File: src/edswc_map.svh
`ifndef EDSWC_MAP_SVH
`define EDSWC_MAP_SVH
// Byte offsets of the register window.
`define EDSWC_CLKCTL_OFFS   12'h000
`define EDSWC_ROM_MAPPING_CONTROL_OFFS   12'h004
`define EDSWC_UNLOCK_OFFS   12'h008
`define EDSWC_DPSEL_OFFS    12'h00c
`define EDSWC_DPTR0_OFFS    12'h010
`define EDSWC_SECONDARY_DATA_POINTER_OFFS    12'h014
`define EDSWC_ADDRSRC_OFFS  12'h018
`define EDSWC_CMD_OFFS      12'h01c
`define EDSWC_STATUS_OFFS   12'h020
// Field positions.
`define EDSWC_STRETCH_MSB   2
`define EDSWC_WAITEN_BIT    7
`define EDSWC_CMD_GO_BIT    0
`define EDSWC_CMD_WR_BIT    1
`define EDSWC_CMD_PTR_BIT   2
// Reset values.
`define EDSWC_STRETCH_RST   3'h1
// Unlock sequence bytes and window length in clocks.
`define EDSWC_UNLOCK_KEY1   8'haa
`define EDSWC_UNLOCK_KEY2   8'h55
`define EDSWC_UNLOCK_WIN    3'h4
// Machine cycle timing.
`define EDSWC_CLK_PER_MC    2'h3
`define EDSWC_C3_PHASE      2'h2
`endif

File: src/edswc_pkg.sv
package edswc_pkg;
   typedef enum logic [1:0] {EDSWC_IDLE, EDSWC_FETCH, EDSWC_ACCESS} edswc_state_t;
endpackage

File: src/edswc_sync.sv
`timescale 1ns/1ps
`default_nettype none
// Two-flop synchroniser for one level coming from a pin.
module edswc_sync #(
   parameter logic RST_VAL = 1'b1
) (
   // Clock and reset.
   input  wire logic aclk,
   input  wire logic aresetn,
   // Level.
   input  wire logic d,
   output logic      q
);
   logic meta_q;

   always_ff @(posedge aclk) begin
      if (!aresetn) begin
         meta_q <= RST_VAL;
         q      <= RST_VAL;
      end else begin
         meta_q <= d;
         q      <= meta_q;
      end
   end
endmodule
`default_nettype wire

File: src/edswc_ctrl.sv
// The placing of the registers and the AXI4-Lite slave port are this design's own decisions.
`include "edswc_map.svh"
`timescale 1ns/1ps
`default_nettype none
// Summary of operation
// [RULE1] Only external_data_move accesses stretch; other timing is untouched.
// [RULE2] Stretch resets to 1, giving three machine cycles.
// [RULE3] Stretch 0 gives the shortest two-cycle access.
// [RULE4] Access lasts S+2 cycles; strobe 2 clocks at S=0, else 4*S.
// [RULE5] Wait input comes on port4_bit0 alternate function.
// [RULE6] Wait input honoured only while wait_input_enable is set.
// [RULE7] Stretch sets minimum length; waits only add cycles.
// [RULE8] Wait sampled at third_clock_state of each machine cycle, before strobe rises. The code samples it only in the last machine cycle.
// [RULE9] Active wait sample inserts one more machine cycle.
// [RULE10] Wait count unlimited; access ends when wait sampled inactive.
// [RULE11] wait_input_enable writes need the timed_access_unlock sequence.
// [RULE12] Access opens with a four-clock fetch cycle, then addresses.
// [RULE13] Stretch field is bits 2..0 of clock_control_register.
// [RULE14] Indirect form: low byte from working register, high from port 2.
// [RULE15] pointer_select 0 uses primary pointer, 1 secondary.
// [RULE16] Peripheral holds wait low before sample until ready, then releases.
// [RULE17] Wait sampled only during external_data_move access cycles.
module edswc_ctrl
   import edswc_pkg::*;
(
   // Clock and reset.
   input  wire logic        aclk,
   input  wire logic        aresetn,
   // AXI4-Lite write address and data.
   input  wire logic [11:0] s_axi_awaddr,
   input  wire logic        s_axi_awvalid,
   output logic             s_axi_awready,
   input  wire logic [31:0] s_axi_wdata,
   input  wire logic [3:0]  s_axi_wstrb,
   input  wire logic        s_axi_wvalid,
   output logic             s_axi_wready,
   // AXI4-Lite write response.
   output logic [1:0]       s_axi_bresp,
   output logic             s_axi_bvalid,
   input  wire logic        s_axi_bready,
   // AXI4-Lite read.
   input  wire logic [11:0] s_axi_araddr,
   input  wire logic        s_axi_arvalid,
   output logic             s_axi_arready,
   output logic [31:0]      s_axi_rdata,
   output logic [1:0]       s_axi_rresp,
   output logic             s_axi_rvalid,
   input  wire logic        s_axi_rready,
   // Core side.
   input  wire logic [7:0]  indirect_working_register,
   input  wire logic [7:0]  port2_high_byte,
   // External bus.
   input  wire logic        port4_bit0_wait_n,
   output logic [15:0]      ext_addr,
   output logic             ext_rd_n,
   output logic             ext_wr_n,
   output logic             ext_cycle_active
);
   edswc_state_t state_q;
   logic [2:0]  stretch_q;
   logic        wait_en_q;
   logic        pointer_select_q;
   logic [15:0] primary_data_pointer_q;
   logic [15:0] secondary_data_pointer_q;
   logic        is_write_q;
   logic        use_ptr_q;
   logic [1:0]  phase_q;
   logic [3:0]  mc_left_q;
   logic        wait_hold_q;
   logic        first_mc_q;
   logic        short_q;
   logic [1:0]  unlock_stage_q;
   logic [2:0]  unlock_win_q;
   logic [31:0] access_count_q;
   logic        wait_sync;
   logic        aw_hold_q;
   logic        w_hold_q;
   logic [11:0] awaddr_q;
   logic [31:0] wdata_q;
   logic [3:0]  wstrb_q;
   logic        wr_fire;
   logic        go_cmd;
   logic [15:0] sel_addr;
   logic        c3;
   logic        wait_now;
   logic        acc_done;

   // [RULE5]
   edswc_sync #(.RST_VAL(1'b1)) u_wait_sync (
      .aclk    (aclk),
      .aresetn (aresetn),
      .d       (port4_bit0_wait_n),
      .q       (wait_sync)
   );

   // Write channel: address and data are taken in either order.
   always_ff @(posedge aclk) begin
      if (!aresetn) begin
         aw_hold_q <= 1'b0;
         w_hold_q  <= 1'b0;
         awaddr_q  <= 12'h000;
         wdata_q   <= 32'h0000_0000;
         wstrb_q   <= 4'h0;
      end else if (wr_fire) begin
         aw_hold_q <= 1'b0;
         w_hold_q  <= 1'b0;
      end else begin
         if (s_axi_awvalid && s_axi_awready) begin
            aw_hold_q <= 1'b1;
            awaddr_q  <= s_axi_awaddr;
         end
         if (s_axi_wvalid && s_axi_wready) begin
            w_hold_q <= 1'b1;
            wdata_q  <= s_axi_wdata;
            wstrb_q  <= s_axi_wstrb;
         end
      end
   end

   assign wr_fire = aw_hold_q && w_hold_q && !s_axi_bvalid;
   assign go_cmd  = wr_fire && awaddr_q == `EDSWC_CMD_OFFS && wstrb_q[0]
                    && wdata_q[`EDSWC_CMD_GO_BIT] && state_q == EDSWC_IDLE;

   always_ff @(posedge aclk) begin
      if (!aresetn) begin
         s_axi_awready <= 1'b0;
         s_axi_wready  <= 1'b0;
         s_axi_bvalid  <= 1'b0;
         s_axi_bresp   <= 2'b00;
      end else begin
         s_axi_awready <= !aw_hold_q && !(s_axi_awvalid && s_axi_awready) && !wr_fire;
         s_axi_wready  <= !w_hold_q && !(s_axi_wvalid && s_axi_wready) && !wr_fire;
         if (wr_fire) begin
            s_axi_bvalid <= 1'b1;
            s_axi_bresp  <= (awaddr_q > `EDSWC_CMD_OFFS || awaddr_q[1:0] != 2'b00)
                            ? 2'b10 : 2'b00;
         end else if (s_axi_bready) begin
            s_axi_bvalid <= 1'b0;
         end
      end
   end

   // Software settings. Byte lane 0 carries the narrow fields.
   always_ff @(posedge aclk) begin
      if (!aresetn) begin
         stretch_q                <= `EDSWC_STRETCH_RST; // [RULE2]
         pointer_select_q         <= 1'b0;
         primary_data_pointer_q   <= 16'h0000;
         secondary_data_pointer_q <= 16'h0000;
      end else if (wr_fire) begin
         if (awaddr_q == `EDSWC_CLKCTL_OFFS && wstrb_q[0]) begin
            stretch_q <= wdata_q[`EDSWC_STRETCH_MSB:0]; // [RULE13]
         end
         if (awaddr_q == `EDSWC_DPSEL_OFFS && wstrb_q[0]) begin
            pointer_select_q <= wdata_q[0];
         end
         if (awaddr_q == `EDSWC_DPTR0_OFFS) begin
            if (wstrb_q[0]) primary_data_pointer_q[7:0] <= wdata_q[7:0];
            if (wstrb_q[1]) primary_data_pointer_q[15:8] <= wdata_q[15:8];
         end
         if (awaddr_q == `EDSWC_SECONDARY_DATA_POINTER_OFFS) begin
            if (wstrb_q[0]) secondary_data_pointer_q[7:0] <= wdata_q[7:0];
            if (wstrb_q[1]) secondary_data_pointer_q[15:8] <= wdata_q[15:8];
         end
      end
   end

   // Timed access: key1 then key2 opens a short window for one protected write.
   always_ff @(posedge aclk) begin
      if (!aresetn) begin
         unlock_stage_q <= 2'd0;
         unlock_win_q   <= 3'd0;
         wait_en_q      <= 1'b0;
      end else begin
         if (unlock_win_q != 3'd0) begin
            unlock_win_q <= unlock_win_q - 3'd1;
         end else if (unlock_stage_q == 2'd2) begin
            unlock_stage_q <= 2'd0;
         end
         if (wr_fire && awaddr_q == `EDSWC_UNLOCK_OFFS && wstrb_q[0]) begin
            if (wdata_q[7:0] == `EDSWC_UNLOCK_KEY1) begin
               unlock_stage_q <= 2'd1;
               unlock_win_q   <= `EDSWC_UNLOCK_WIN;
            end else if (wdata_q[7:0] == `EDSWC_UNLOCK_KEY2 && unlock_stage_q == 2'd1
                         && unlock_win_q != 3'd0) begin
               unlock_stage_q <= 2'd2;
               unlock_win_q   <= `EDSWC_UNLOCK_WIN;
            end else begin
               unlock_stage_q <= 2'd0;
            end
         end
         if (wr_fire && awaddr_q == `EDSWC_ROM_MAPPING_CONTROL_OFFS && wstrb_q[0]) begin
            if (unlock_stage_q == 2'd2 && unlock_win_q != 3'd0) begin
               wait_en_q <= wdata_q[`EDSWC_WAITEN_BIT]; // [RULE11]
            end
            unlock_stage_q <= 2'd0;
            unlock_win_q   <= 3'd0;
         end
      end
   end

   // Address source: pointer form picks a data pointer, else port 2 and register.
   always_comb begin
      if (wdata_q[`EDSWC_CMD_PTR_BIT]) begin
         sel_addr = pointer_select_q ? secondary_data_pointer_q
                                     : primary_data_pointer_q; // [RULE15]
      end else begin
         sel_addr = {port2_high_byte, indirect_working_register}; // [RULE14]
      end
   end

   assign c3 = phase_q == `EDSWC_C3_PHASE;

   // Access sequencer. One command models one external_data_move; other
   // instructions never pass through here, so their timing is unaffected.
   always_ff @(posedge aclk) begin
      if (!aresetn) begin
         state_q          <= EDSWC_IDLE;
         phase_q          <= 2'd0;
         mc_left_q        <= 4'd0;
         wait_hold_q      <= 1'b0;
         is_write_q       <= 1'b0;
         use_ptr_q        <= 1'b0;
         ext_addr         <= 16'h0000;
         ext_cycle_active <= 1'b0;
         access_count_q   <= 32'h0000_0000;
      end else begin
         phase_q <= (state_q == EDSWC_IDLE) ? 2'd0 : phase_q + 2'd1;
         case (state_q)
            EDSWC_IDLE: begin
               if (go_cmd) begin
                  state_q          <= EDSWC_FETCH; // [RULE1]
                  is_write_q       <= wdata_q[`EDSWC_CMD_WR_BIT];
                  use_ptr_q        <= wdata_q[`EDSWC_CMD_PTR_BIT];
                  ext_addr         <= sel_addr;
                  ext_cycle_active <= 1'b1;
                  phase_q          <= 2'd0;
               end
            end
            EDSWC_FETCH: begin
               if (phase_q == `EDSWC_CLK_PER_MC) begin
                  state_q     <= EDSWC_ACCESS; // [RULE12]
                  mc_left_q   <= {1'b0, stretch_q} + 4'd1; // [RULE4]
                  wait_hold_q <= 1'b0;
               end
            end
            EDSWC_ACCESS: begin
               if (c3 && wait_en_q && !wait_sync && mc_left_q == 4'd1) begin
                  wait_hold_q <= 1'b1; // [RULE8] [RULE9] [RULE17]
               end else if (c3 && mc_left_q == 4'd1) begin
                  wait_hold_q <= 1'b0; // [RULE6]
               end
               if (phase_q == `EDSWC_CLK_PER_MC) begin
                  if (mc_left_q > 4'd1) begin
                     mc_left_q <= mc_left_q - 4'd1; // [RULE7]
                  end else if (!wait_hold_q) begin
                     state_q          <= EDSWC_IDLE; // [RULE10]
                     ext_cycle_active <= 1'b0;
                     access_count_q   <= access_count_q + 32'd1;
                  end
               end
            end
            default: state_q <= EDSWC_IDLE;
         endcase
      end
   end

   // Strobe spans the final 4*S clocks of the access at S>0; at S=0 it spans 2 clocks ending one clock early. It
   // stays low through inserted wait cycles. Releasing it only after the
   // third_clock_state sample of the last machine cycle means the wait pin is always sampled ahead of the
   // strobe's rising edge, whatever the stretch value.
   assign wait_now = c3 && wait_en_q && !wait_sync;
   assign acc_done = phase_q == `EDSWC_CLK_PER_MC && mc_left_q == 4'd1 && !wait_hold_q;

   always_ff @(posedge aclk) begin
      if (!aresetn) begin
         first_mc_q <= 1'b0;
         short_q    <= 1'b0;
         ext_rd_n   <= 1'b1;
         ext_wr_n   <= 1'b1;
      end else if (state_q == EDSWC_ACCESS) begin
         if (phase_q == `EDSWC_CLK_PER_MC) begin
            first_mc_q <= 1'b0;
         end
         if (first_mc_q && phase_q == (short_q ? 2'd0 : `EDSWC_CLK_PER_MC)) begin
            ext_rd_n <= is_write_q; // [RULE4]
            ext_wr_n <= !is_write_q;
         end else if (short_q ? (c3 && !wait_now) : acc_done) begin
            ext_rd_n <= 1'b1; // [RULE8]
            ext_wr_n <= 1'b1;
         end
      end else begin
         // The shape is latched during the fetch, so a stretch write made
         // mid-access cannot leave the strobe half formed.
         first_mc_q <= 1'b1;
         short_q    <= (stretch_q == 3'd0); // [RULE3]
         ext_rd_n   <= 1'b1;
         ext_wr_n   <= 1'b1;
      end
   end

   // Read channel: one cycle to answer, unmapped words read zero with SLVERR.
   always_ff @(posedge aclk) begin
      if (!aresetn) begin
         s_axi_arready <= 1'b0;
         s_axi_rvalid  <= 1'b0;
         s_axi_rdata   <= 32'h0000_0000;
         s_axi_rresp   <= 2'b00;
      end else begin
         s_axi_arready <= !s_axi_rvalid && !s_axi_arready;
         if (s_axi_arvalid && s_axi_arready) begin
            s_axi_rvalid <= 1'b1;
            s_axi_rresp  <= 2'b00;
            case (s_axi_araddr)
               `EDSWC_CLKCTL_OFFS:  s_axi_rdata <= {29'd0, stretch_q};
               `EDSWC_ROM_MAPPING_CONTROL_OFFS:  s_axi_rdata <= {24'd0, wait_en_q, 7'd0};
               `EDSWC_UNLOCK_OFFS:  s_axi_rdata <= {30'd0, unlock_stage_q};
               `EDSWC_DPSEL_OFFS:   s_axi_rdata <= {31'd0, pointer_select_q};
               `EDSWC_DPTR0_OFFS:   s_axi_rdata <= {16'd0, primary_data_pointer_q};
               `EDSWC_SECONDARY_DATA_POINTER_OFFS:   s_axi_rdata <= {16'd0, secondary_data_pointer_q};
               `EDSWC_ADDRSRC_OFFS: s_axi_rdata <= {16'd0, ext_addr};
               `EDSWC_CMD_OFFS:     s_axi_rdata <= {29'd0, use_ptr_q, is_write_q,
                                                    ext_cycle_active};
               `EDSWC_STATUS_OFFS:  s_axi_rdata <= access_count_q;
               default: begin
                  s_axi_rdata <= 32'h0000_0000;
                  s_axi_rresp <= 2'b10;
               end
            endcase
         end else if (s_axi_rready) begin
            s_axi_rvalid <= 1'b0;
         end
      end
   end
endmodule
`default_nettype wire

File: config.mk
export PLATFORM = sky130hd
export DESIGN_NAME = edswc_ctrl
export DESIGN_NICKNAME = d
export VERILOG_FILES = /design/src/edswc_pkg.sv /design/src/edswc_sync.sv /design/src/edswc_ctrl.sv
export VERILOG_INCLUDE_DIRS = /design/src
export SDC_FILE = /design/constraint.sdc
export NUM_CORES = 1
export LEC_CHECK = 0
export ABC_CLOCK_PERIOD_IN_PS = 2300
export BUFFER_PORTS_ARGS = -buffer_cell sky130_fd_sc_hd__buf_2
export CORE_MARGIN = 3
export CORE_UTILIZATION = 51
export CTS_BUF_LIST = sky130_fd_sc_hd__clkbuf_16
export CTS_CLUSTER_DIAMETER = 60
export DETAILED_ROUTE_END_ITERATION = 16
export PLACE_DENSITY = 0.77
export SLEW_MARGIN = 20
export SYNTH_ARGS = -nofsm -noshare
export SYNTH_HDL_FRONTEND = slang
export SYNTH_SLANG_ARGS = --single-unit
File: constraint.sdc
create_clock -name aclk -period 2.3 [get_ports aclk]
set_input_delay 0 -clock aclk [delete_from_list [all_inputs] [get_ports aclk]]
set_output_delay 0 -clock aclk [all_outputs]
set_load 0.02 [all_outputs]
==> results of run 1 <==
-- worst max-delay path, stage by stage (launching register included) --
cell and delay (ns):
dfxtp_1 0.44, ha_1 0.22, or2_0 0.18, nand3_2 0.11, or4_4 0.59, or3_1 0.36, a21boi_1 0.14
-- worst min path at each step --
stage                                         end  slack (ns)  cells after the start
floorplan           u_wait_sync.meta_q$_SDFF_PN1_        0.10                      1
global placement    u_wait_sync.meta_q$_SDFF_PN1_        0.19                      2
detailed placement  u_wait_sync.meta_q$_SDFF_PN1_        0.19                      2
CTS                   s_axi_rdata[2]$_SDFFE_PN0P_       0.003                      3
global route          s_axi_rdata[2]$_SDFFE_PN0P_        0.03                      3
finish                s_axi_rdata[2]$_SDFFE_PN0P_        0.02                      3
-- cell type report --
cell class,count,area (µm²),share of cell area [%]
Clock buffer,17,425,4.14
Clock inverter,15,126,1.23
Multi-Input combinational cell,671,4400,42.9
Antenna cell,1,2.50,0.0244
Tap cell,211,264,2.57
Inverter,18,67.6,0.658
Timing Repair Buffer,209,1400,13.6
Sequential cell,179,3580,34.9
-- cell families (layout without fill, tap and decap cells) --
kind of cell	Yosys count	after routing	share of synthesized area (%)
flip-flops	179	179	43.3
multiplexers	86	86	10.7
buffers and inverters	78	259	3.76
AO/OA/AOI/OAI	179	179	15.0
XOR/XNOR	18	18	1.90
AND/OR/NAND/NOR	376	376	23.8
adder cells (fa/ha/maj)	10	10	1.51
other	1	3	0.0453
-- power breakdown --
| part | switching [mW] | internal, mW | total, mW |
|---|---|---|---|
| sequential | 0.0398 | 3.15 | 3.19 |
| clock | 1.31 | 1.41 | 2.72 |
| combinational | 0.247 | 0.219 | 0.465 |
-- layer usage --
metal,share of wire (%),global-route usage [%]
met1,45,29.0
met2,49,38.2
met3,3.9,4.83
met4,2.5,8.00
met5,0,0
-- sequential cells by signal, summed over array words and instances (netlist names), 3 cells and up --
register and cells:
awaddr_q 12, secondary_data_pointer_q 16, stretch_q 3, mc_left_q 4
ext_addr 16, primary_data_pointer_q 16, unlock_win_q 3, s_axi_rdata 32
wdata_q 16, access_count_q 32
-- synthesized netlist by cell type, types with 3 or more instances --
master,number,area share [%]
nand2_1,165,7.5
and3b_1,3,0.32
dfxtp_1,179,43
nor3b_1,5,0.45
nand2b_1,17,1.3
nor4_1,10,0.76
nand4_1,19,1.4
a31oi_1,3,0.23
nor3_1,11,0.66
and4_1,6,0.63
ha_1,10,1.5
a22o_1,16,1.7
buf_2,9,0.54
mux2i_1,84,10
buf_1,3,0.14
nand3b_1,4,0.36
o211ai_1,16,1.5
nand3_1,17,1.0
or4_1,5,0.45
nor2b_1,42,3.2
clkbuf_1,46,2.1
and2_1,22,1.7
xor2_1,9,0.95
and3_1,4,0.30
or3_1,7,0.53
xnor2_1,9,0.95
o21ai_0,45,2.7
a21boi_0,47,4.3
nor2_1,25,1.1
inv_1,18,0.82
a21oi_1,8,0.48
a21boi_1,14,1.3
a22oi_1,12,1.1
-- through the flow --
stage | cells | util, % | worst slack [ns]
floorplan | 928 | - | 0.114
global placement | 1234 | 59.0 | 0.133
detailed placement | 1234 | 59.0 | 0.103
CTS | 1320 | 66.0 | 0.0927
global route | 1321 | 66.1 | 0.0487
finish | 1321 | 66.1 | 0.196
-- what timing repair did --
action	4_1_cts	5_1_grt
hold buffers	54	0
gates resized for setup	0	2
endpoints found under the hold margin	56	0
buffers inserted	0	0
setup endpoints to repair	0	5
==> flow_summary.ini, run 1 <==
[clocking]
cts_made_buffers = 17
cts.htree.levels = 4
clock_path_buffers = 2
root_buffer = clkbuf_16
insertion_delay_ns = 0.44
clk_pin_slew_worst_paths_ns = 0.07
numClockSinks = 179
tritoncts = built

[sta]
finalSetupTns_ns = 0
rsz0062_at_grt = no
layout_min_cycle_time_ns = 2.10
finalHoldWorstSlack_ns = 0.0180
fmax_mhz = 475
clock_skew_ns = 0.0134
period_share_pct = 91.5
drv_slew = 0
finalSetupViolCount = 0
worst_pin_slew_ns = 0.973
relSlewSlack_pct = 35.0
hold_viol = 0

[power_and_ir_drop]
power_mw = 6.37
cellPowerDensity_nw_per_um2 = 620
p_leak_nw = 3.92
vdd_drop_max_mv = 0.537

[logic_synthesis]
synth-edff-count = 0
ys_ff_latch = 179
ys_seq_area_share_pct = 43.3
async_flop_share_pct = 0
ys_types = 60
ys_warn_count = 0
avgSynthCellArea_um2 = 8.93
synth_flop_cell = dfxtp_1
syn_inst = 927
netlist_area_um2 = 8280

[die]
initial_utilization_pct = 53.3
die_y_um = 133
ios = 144
coreArea_um2 = 15500
fp-row-count = 45
dieArea_um2 = 17800
dieWidth_um = 133

[grt]
grt_max_degree = 87
gr-total-overflow = 0
grt_usage_pct = 22.7
grt_pass1_vias = 6699
grt_pass1_wl_um = 33100
antenna_found_initial = 1

[worst_setup_path]
r2r_slack_ns = 0.20
r2r-end = access_count_q[31]$_SDFFE_PN0P_
cp.required_ns = 2.67
worstSetupStartpointType = register
crit_start = mc_left_q[0]$_SDFFE_PN0P_
crit_type = reg -> reg
crit_end = access_count_q[31]$_SDFFE_PN0P_
r2r_start = mc_left_q[0]$_SDFFE_PN0P_
crit_path_end_kind = register
crit_arrival_ns = 2.47
rr_worst_depth = 6
critPathMaxFanout = 9

[route]
drc = 0
ant_nets = 0
dr.pass1.iters = 5
wl_um = 20500
vias = 7165
drtIter0Drc = 513
wire_per_inst_um = 15.5
viasPerCell = 5.42

[placement]
place.gp.congestion = 0.871
dpl_cell_area_um2 = 9170
numPortBuffers = 123
hpwl_um = 14300

[worst_hold_path]
hp-class = in -> reg
hold_path_startpoint = s_axi_araddr[5]

[final_layout]
most-common-layout-cells = 179 x dfxtp_1, 165 x nand2_1, 122 x buf_2, 84 x mux2i_1, 54 x dlygate4sd3_1
design_area_um2 = 10300
layout.cells.most_common = dfxtp_1
fin_nets = 1190
drive_gt1_share_pct = 17.9
nFillCells = 1282
syn2layout_area_growth_pct = 24.0

[run]
cap_violations = 0

[status]
status = completed
Note: power is estimated with default switching activity, not from simulation.
==> inputs of run 2 (changes only) <==
--- a/config.mk
+++ b/config.mk
@@ -9,12 +9,13 @@
 export ABC_CLOCK_PERIOD_IN_PS = 2300
 export BUFFER_PORTS_ARGS = -buffer_cell sky130_fd_sc_hd__buf_2
 export CORE_MARGIN = 3
-export CORE_UTILIZATION = 51
+export CORE_UTILIZATION = 50
 export CTS_BUF_LIST = sky130_fd_sc_hd__clkbuf_16
 export CTS_CLUSTER_DIAMETER = 60
 export DETAILED_ROUTE_END_ITERATION = 16
-export PLACE_DENSITY = 0.77
+export PLACE_DENSITY = 0.76
 export SLEW_MARGIN = 20
 export SYNTH_ARGS = -nofsm -noshare
 export SYNTH_HDL_FRONTEND = slang
+export SYNTH_HIERARCHICAL = 1
 export SYNTH_SLANG_ARGS = --single-unit
==> flow_summary.ini, run 2 <==
[status]
status = completed

[logic_synthesis]
ys_ff_latch = 179
netlist_area_um2 = 7990
async_flop_share_pct = 0
netlist.area_leader.share_pct = 44.8
synth.area.top_cells = dfxtp_1 45%, nand2_1 8.4%, o21ai_0 5.4%
avgSynthCellArea_um2 = 8.27
synth_flop_cell = dfxtp_1
yosys.area.top_type = dfxtp_1
ys_warn_count = 6
ys_types = 63
syn_inst = 966
ys_seq_area_share_pct = 44.8
synth-edff-count = 0
synthTopCellsByCount = 179 x dfxtp_1, 178 x nand2_1, 87 x o21ai_0
synthMostInstantiatedCell = dfxtp_1

[final_layout]
top_regs = access_count_q (32), s_axi_rdata (32)
stdcell_count = 1359
design_area_um2 = 10000
drive_gt1_share_pct = 18.5
fin_nets = 1228
most-common-layout-cells = 178 x nand2_1, 178 x dfxtp_1, 123 x buf_2, 87 x o21ai_0, 72 x nand3_1
syn2layout_area_growth_pct = 25.4

[grt]
grt_pass1_vias = 6943
antenna_found_initial = 1
grt_usage_pct = 23.3
grt_pass1_wl_um = 33700
grt_max_degree = 99
gr-total-overflow = 0

[placement]
hpwl_um = 14000
place_ws_ns = 0.00570
numPortBuffers = 123
dpl_cell_area_um2 = 8900
place_inst = 1272
place.gp.congestion = 0.889

[clocking]
root_buffer = clkbuf_16
insertion_delay_ns = 0.44
tritoncts = built
numClockSinks = 179
cts_made_buffers = 17
cts.htree.levels = 4
clock_path_buffers = 2
post_cts_buffers = 0
clk_pin_slew_worst_paths_ns = 0.07

[route]
vias = 7435
wire_per_inst_um = 15.2
ant_nets = 0
wl_um = 20600
drtIter0Drc = 552
viasPerCell = 5.47
drc = 0
dr.pass1.iters = 7

[worst_hold_path]
hp-class = in -> reg
whs_path_depth = 5
whs_endpoint = s_axi_rdata[7]$_SDFFE_PN0P_
hold_path_startpoint = s_axi_araddr[10]

[run]
cap_violations = 0

[die]
dieWidth_um = 132
die_y_um = 132
fp-row-count = 45
ios = 144
dieArea_um2 = 17500
coreArea_um2 = 15400
initial_utilization_pct = 51.8

[sta]
fmax_mhz = 447
finalSetupViolCount = 0
rsz0062_at_grt = yes
relSlewSlack_pct = 47.2
hold_viol = 0
worst_pin_slew_ns = 0.791
setup_ws_ns = 0.0620
period_share_pct = 97.3
layout_min_cycle_time_ns = 2.24
clock_skew_ns = 0.0135
drv_slew = 0

[worst_setup_path]
critPathMaxFanout = 5
r2r_start = phase_q[1]$_SDFF_PN0_
rr_worst_depth = 6
crit_type = reg -> reg
crit_arrival_ns = 2.61
cp.required_ns = 2.67
crit_path_end_kind = register
r2r_slack_ns = 0.06
r2r-end = access_count_q[25]$_SDFFE_PN0P_
worstSetupStartpointType = register

[power_and_ir_drop]
cellPowerDensity_nw_per_um2 = 647
p_leak_nw = 3.76
p_switching_mw = 1.62
clkPwrFrac_pct = 43.8
combinationalPowerShare_pct = 7.2
vdd_drop_max_mv = 0.599
p_int_mw = 4.87
seqPwrFrac_pct = 49.0
swShare_pct = 24.9
power_mw = 6.49
## run 2: cell families (layout without fill, tap and decap cells)
kind of cell / count (synthesis) / in the layout / synth area share (%)
adders and majority gates: 10 / 10 / 1.57
buffers and inverters: 84 / 264 / 4.24
muxes: 46 / 46 / 6.28
xor gates and xnor gates: 23 / 23 / 2.52
other: 1 / 3 / 0.0469
DFF: 179 / 179 / 44.8
and+or+nand+nor: 408 / 408 / 25.0
AOI/OAI and AO/OA: 215 / 215 / 15.5
## run 2: cell type report
cell class / count / area (µm²)
Clock inverter: 15 / 145
Tap cell: 211 / 264
Fill cell: 1350 / 5400
Inverter: 21 / 78.8
Timing Repair Buffer: 211 / 1440
Clock buffer: 17 / 425
Antenna cell: 1 / 2.50
Sequential cell: 179 / 3580
Multi-Input combinational cell: 704 / 4090
## run 2: stage by stage
stage / TNS [ns] / util (%) / hold slack, ns
2_1_floorplan: 0 / - / 0.0730
3_3_place_gp: 0 / 57.7 / 0.186
3_5_place_dp: 0 / 57.7 / 0.188
4_1_cts: 0 / 64.9 / 0.0991
5_1_grt: -0.0524 / 65.0 / 0.174
6_report: 0 / 65.0 / 0.107
## run 2: routing by layer
metal,global-route usage (%),wire (µm)
met1,29.8,8950
met2,38.6,10000
met3,4.94,1060
met4,9.01,566
met5,0,0
## run 2: what timing repair did
item                                    4_1_cts  5_1_grt
hold buffers                                 54        0
pin swaps                                     0        3
endpoints found under the setup margin        2        3
gates resized for setup                       1        2
endpoints found under the hold margin        58        0
## run 2: worst max-delay path, cell delays in order, from the launching register on
cell,delay (ns)
dfxtp_2,0.36
ha_2,0.18
or4b_4,0.53
nor4b_4,0.37
nand2_1,0.12
or4_1,0.49
a21oi_1,0.13
## run 2: how the worst max path moves through the flow
| stage | from | endpoint | slack (ns) | cells after the start |
|---|---|---|---|---|
| finish | phase_q[1]$_SDFF_PN0_ | access_count_q[25]$_SDFFE_PN0P_ | 0.06 | 6 |
| global route | phase_q[1]$_SDFF_PN0_ | access_count_q[31]$_SDFFE_PN0P_ | -0.03 | 7 |
| CTS | phase_q[1]$_SDFF_PN0_ | access_count_q[25]$_SDFFE_PN0P_ | 0.06 | 6 |
| detailed placement | phase_q[1]$_SDFF_PN0_ | access_count_q[25]$_SDFFE_PN0P_ | 0.006 | 6 |
| global placement | phase_q[1]$_SDFF_PN0_ | access_count_q[27]$_SDFFE_PN0P_ | 0.07 | 6 |
| floorplan | phase_q[0]$_SDFF_PN0_ | access_count_q[28]$_SDFFE_PN0P_ | 0.09 | 6 |
## run 2: power groups by stage
stage               clock network, mW  registers [mW]  logic (mW)
finish                           2.84            3.18       0.465
floorplan                           0            3.25       0.253
global route                     3.02            3.19       0.518
CTS                              2.88            3.18       0.462
global placement                    0            3.25       0.386
detailed placement                  0            3.25       0.391
==> inputs of run 3 (changes only) <==
--- a/config.mk
+++ b/config.mk
@@ -13,7 +13,7 @@
 export CTS_BUF_LIST = sky130_fd_sc_hd__clkbuf_16
 export CTS_CLUSTER_DIAMETER = 60
 export DETAILED_ROUTE_END_ITERATION = 16
-export PLACE_DENSITY = 0.76
+export PLACE_DENSITY = 0.85
 export SLEW_MARGIN = 20
 export SYNTH_ARGS = -nofsm -noshare
 export SYNTH_HDL_FRONTEND = slang
==> flow_summary.ini, run 3 (same netlist as run 2, synthesis figures left out) <==
[status]
status = completed

[sta]
drv_slew = 0
hold_viol = 0
finalSetupTns_ns = 0
period_share_pct = 97.2
layout_min_cycle_time_ns = 2.24
relSlewSlack_pct = 38.2
setup_ws_ns = 0.0633
fmax_mhz = 447
finalHoldWorstSlack_ns = 0.0912
clock_skew_ns = 0.00998
finalSetupViolCount = 0
worst_pin_slew_ns = 0.927

[power_and_ir_drop]
cellPowerDensity_nw_per_um2 = 625
vdd_drop_max_mv = 0.570
power_mw = 6.24
p_leak_nw = 3.71

[route]
drc = 0
ant_nets = 0
wl_um = 21200
drtIter0Drc = 691
vias = 7655
viasPerCell = 5.64
wire_per_inst_um = 15.6
dr.pass1.iters = 6

[grt]
grt_usage_pct = 23.9
gr-total-overflow = 0
grt_max_degree = 95
antenna_found_initial = 2
grt_pass1_wl_um = 34500
grt_pass1_vias = 7147

[final_layout]
most-common-layout-cells = 178 x nand2_1, 177 x dfxtp_1, 123 x buf_2, 87 x o21ai_0, 72 x nand3_1
top_regs = access_count_q (32), s_axi_rdata (32)
syn2layout_area_growth_pct = 24.7
nFillCells = 1314
drive_gt1_share_pct = 18.4
layout.cells.most_common = nand2_1
stdcell_count = 1358
fin_nets = 1226
finish.utilization_pct = 64.6
design_area_um2 = 9970

[die]
dieWidth_um = 132
fp-row-count = 45
dieArea_um2 = 17500
die_y_um = 132
coreArea_um2 = 15400
ios = 144
initial_utilization_pct = 51.8

[run]
cap_violations = 0

[clocking]
clk_pin_slew_worst_paths_ns = 0.06
insertion_delay_ns = 0.43
numClockSinks = 179
cts_made_buffers = 17
root_buffer = clkbuf_16
tritoncts = built
cts.htree.levels = 4
clock_path_buffers = 2

[placement]
place_ws_ns = 0.0428
place.gp.congestion = 0.879
dpl_cell_area_um2 = 8880
place_inst = 1271
numPortBuffers = 123
hpwl_um = 14200

[worst_setup_path]
worstSetupStartpointType = register
crit_arrival_ns = 2.60
path_delay_family = simple AND/OR/NAND/NOR gates
crit_chain = nand4_1, nor3_1, nand4_1, or4_1, a21oi_1
critPathMaxFanout = 12
cpPeakStageDelay_ns = 0.53
crit_path_end_kind = register
crit_path_frequent_cell = nand4_1
crit_type = reg -> reg
crit_slowest_cell = or4_1
cp.required_ns = 2.67
worst-path-buf-inv = 0

[worst_hold_path]
hp-class = in -> reg
[run 3: cell types whose count changed in the layout (fill, tap and decap cells not counted), moves of 2 or more]
cell           before  now
dlygate4sd3_1      54   52
clkinv_1            0    4
inv_8               3    0
inv_6               5    1
clkinvlp_4          0    2
clkinv_4            2    4
[run 3: layout make-up]
type / instances / area, µm² / share of cell area, %
Multi-Input combinational cell: 704 / 4110 / 41.2
Sequential cell: 179 / 3590 / 36.0
Timing Repair Buffer: 209 / 1410 / 14.1
Clock buffer: 17 / 425 / 4.27
Tap cell: 211 / 264 / 2.65
Clock inverter: 15 / 93.8 / 0.941
Inverter: 21 / 78.8 / 0.791
Antenna cell: 2 / 5.00 / 0.0502
[run 3: tightest hold or removal path: cells and delay by family]
kind	cells	cell delay (ns)
buffers and inverters	2	0.25
AO/OA/AOI/OAI	2	0.23
[run 3: timing repair]
action,in CTS,in global routing
setup endpoints to repair,1,3
gates resized for setup,1,8
hold endpoints to repair,54,0
buffers inserted,0,1
pin swaps,0,5
hold buffers,52,0
[run 3: path summary, 6_finish.rpt]
path	from	slack, ns	cells after the start	end
max	access_count_q[6]$_SDFFE_PN0P_	0.06	5	access_count_q[24]$_SDFFE_PN0P_
min	s_axi_araddr[2]	0.09	4	s_axi_rdata[1]$_SDFFE_PN0P_
max reg2reg	access_count_q[6]$_SDFFE_PN0P_	0.06	5	access_count_q[24]$_SDFFE_PN0P_
min reg2reg	u_wait_sync/meta_q$_SDFF_PN1_	0.41	1	u_wait_sync/q$_SDFF_PN1_
[run 3: metal layers]
metal	GRT usage (%)	vias to the layer above	part of all wire (%)
met5	0	-	0
met3	5.59	82	6.3
li1	-	3740	-
met1	29.8	3515	42
met4	11.2	0	4.0
met2	39.3	318	48
[run 3: report_power, final]
part	total (mW)	switching (mW)	leakage (nW)	internal (mW)
combinational	0.468	0.269	2.01	0.199
sequential	3.18	0.0347	1.45	3.15
clock	2.59	1.22	0.253	1.36
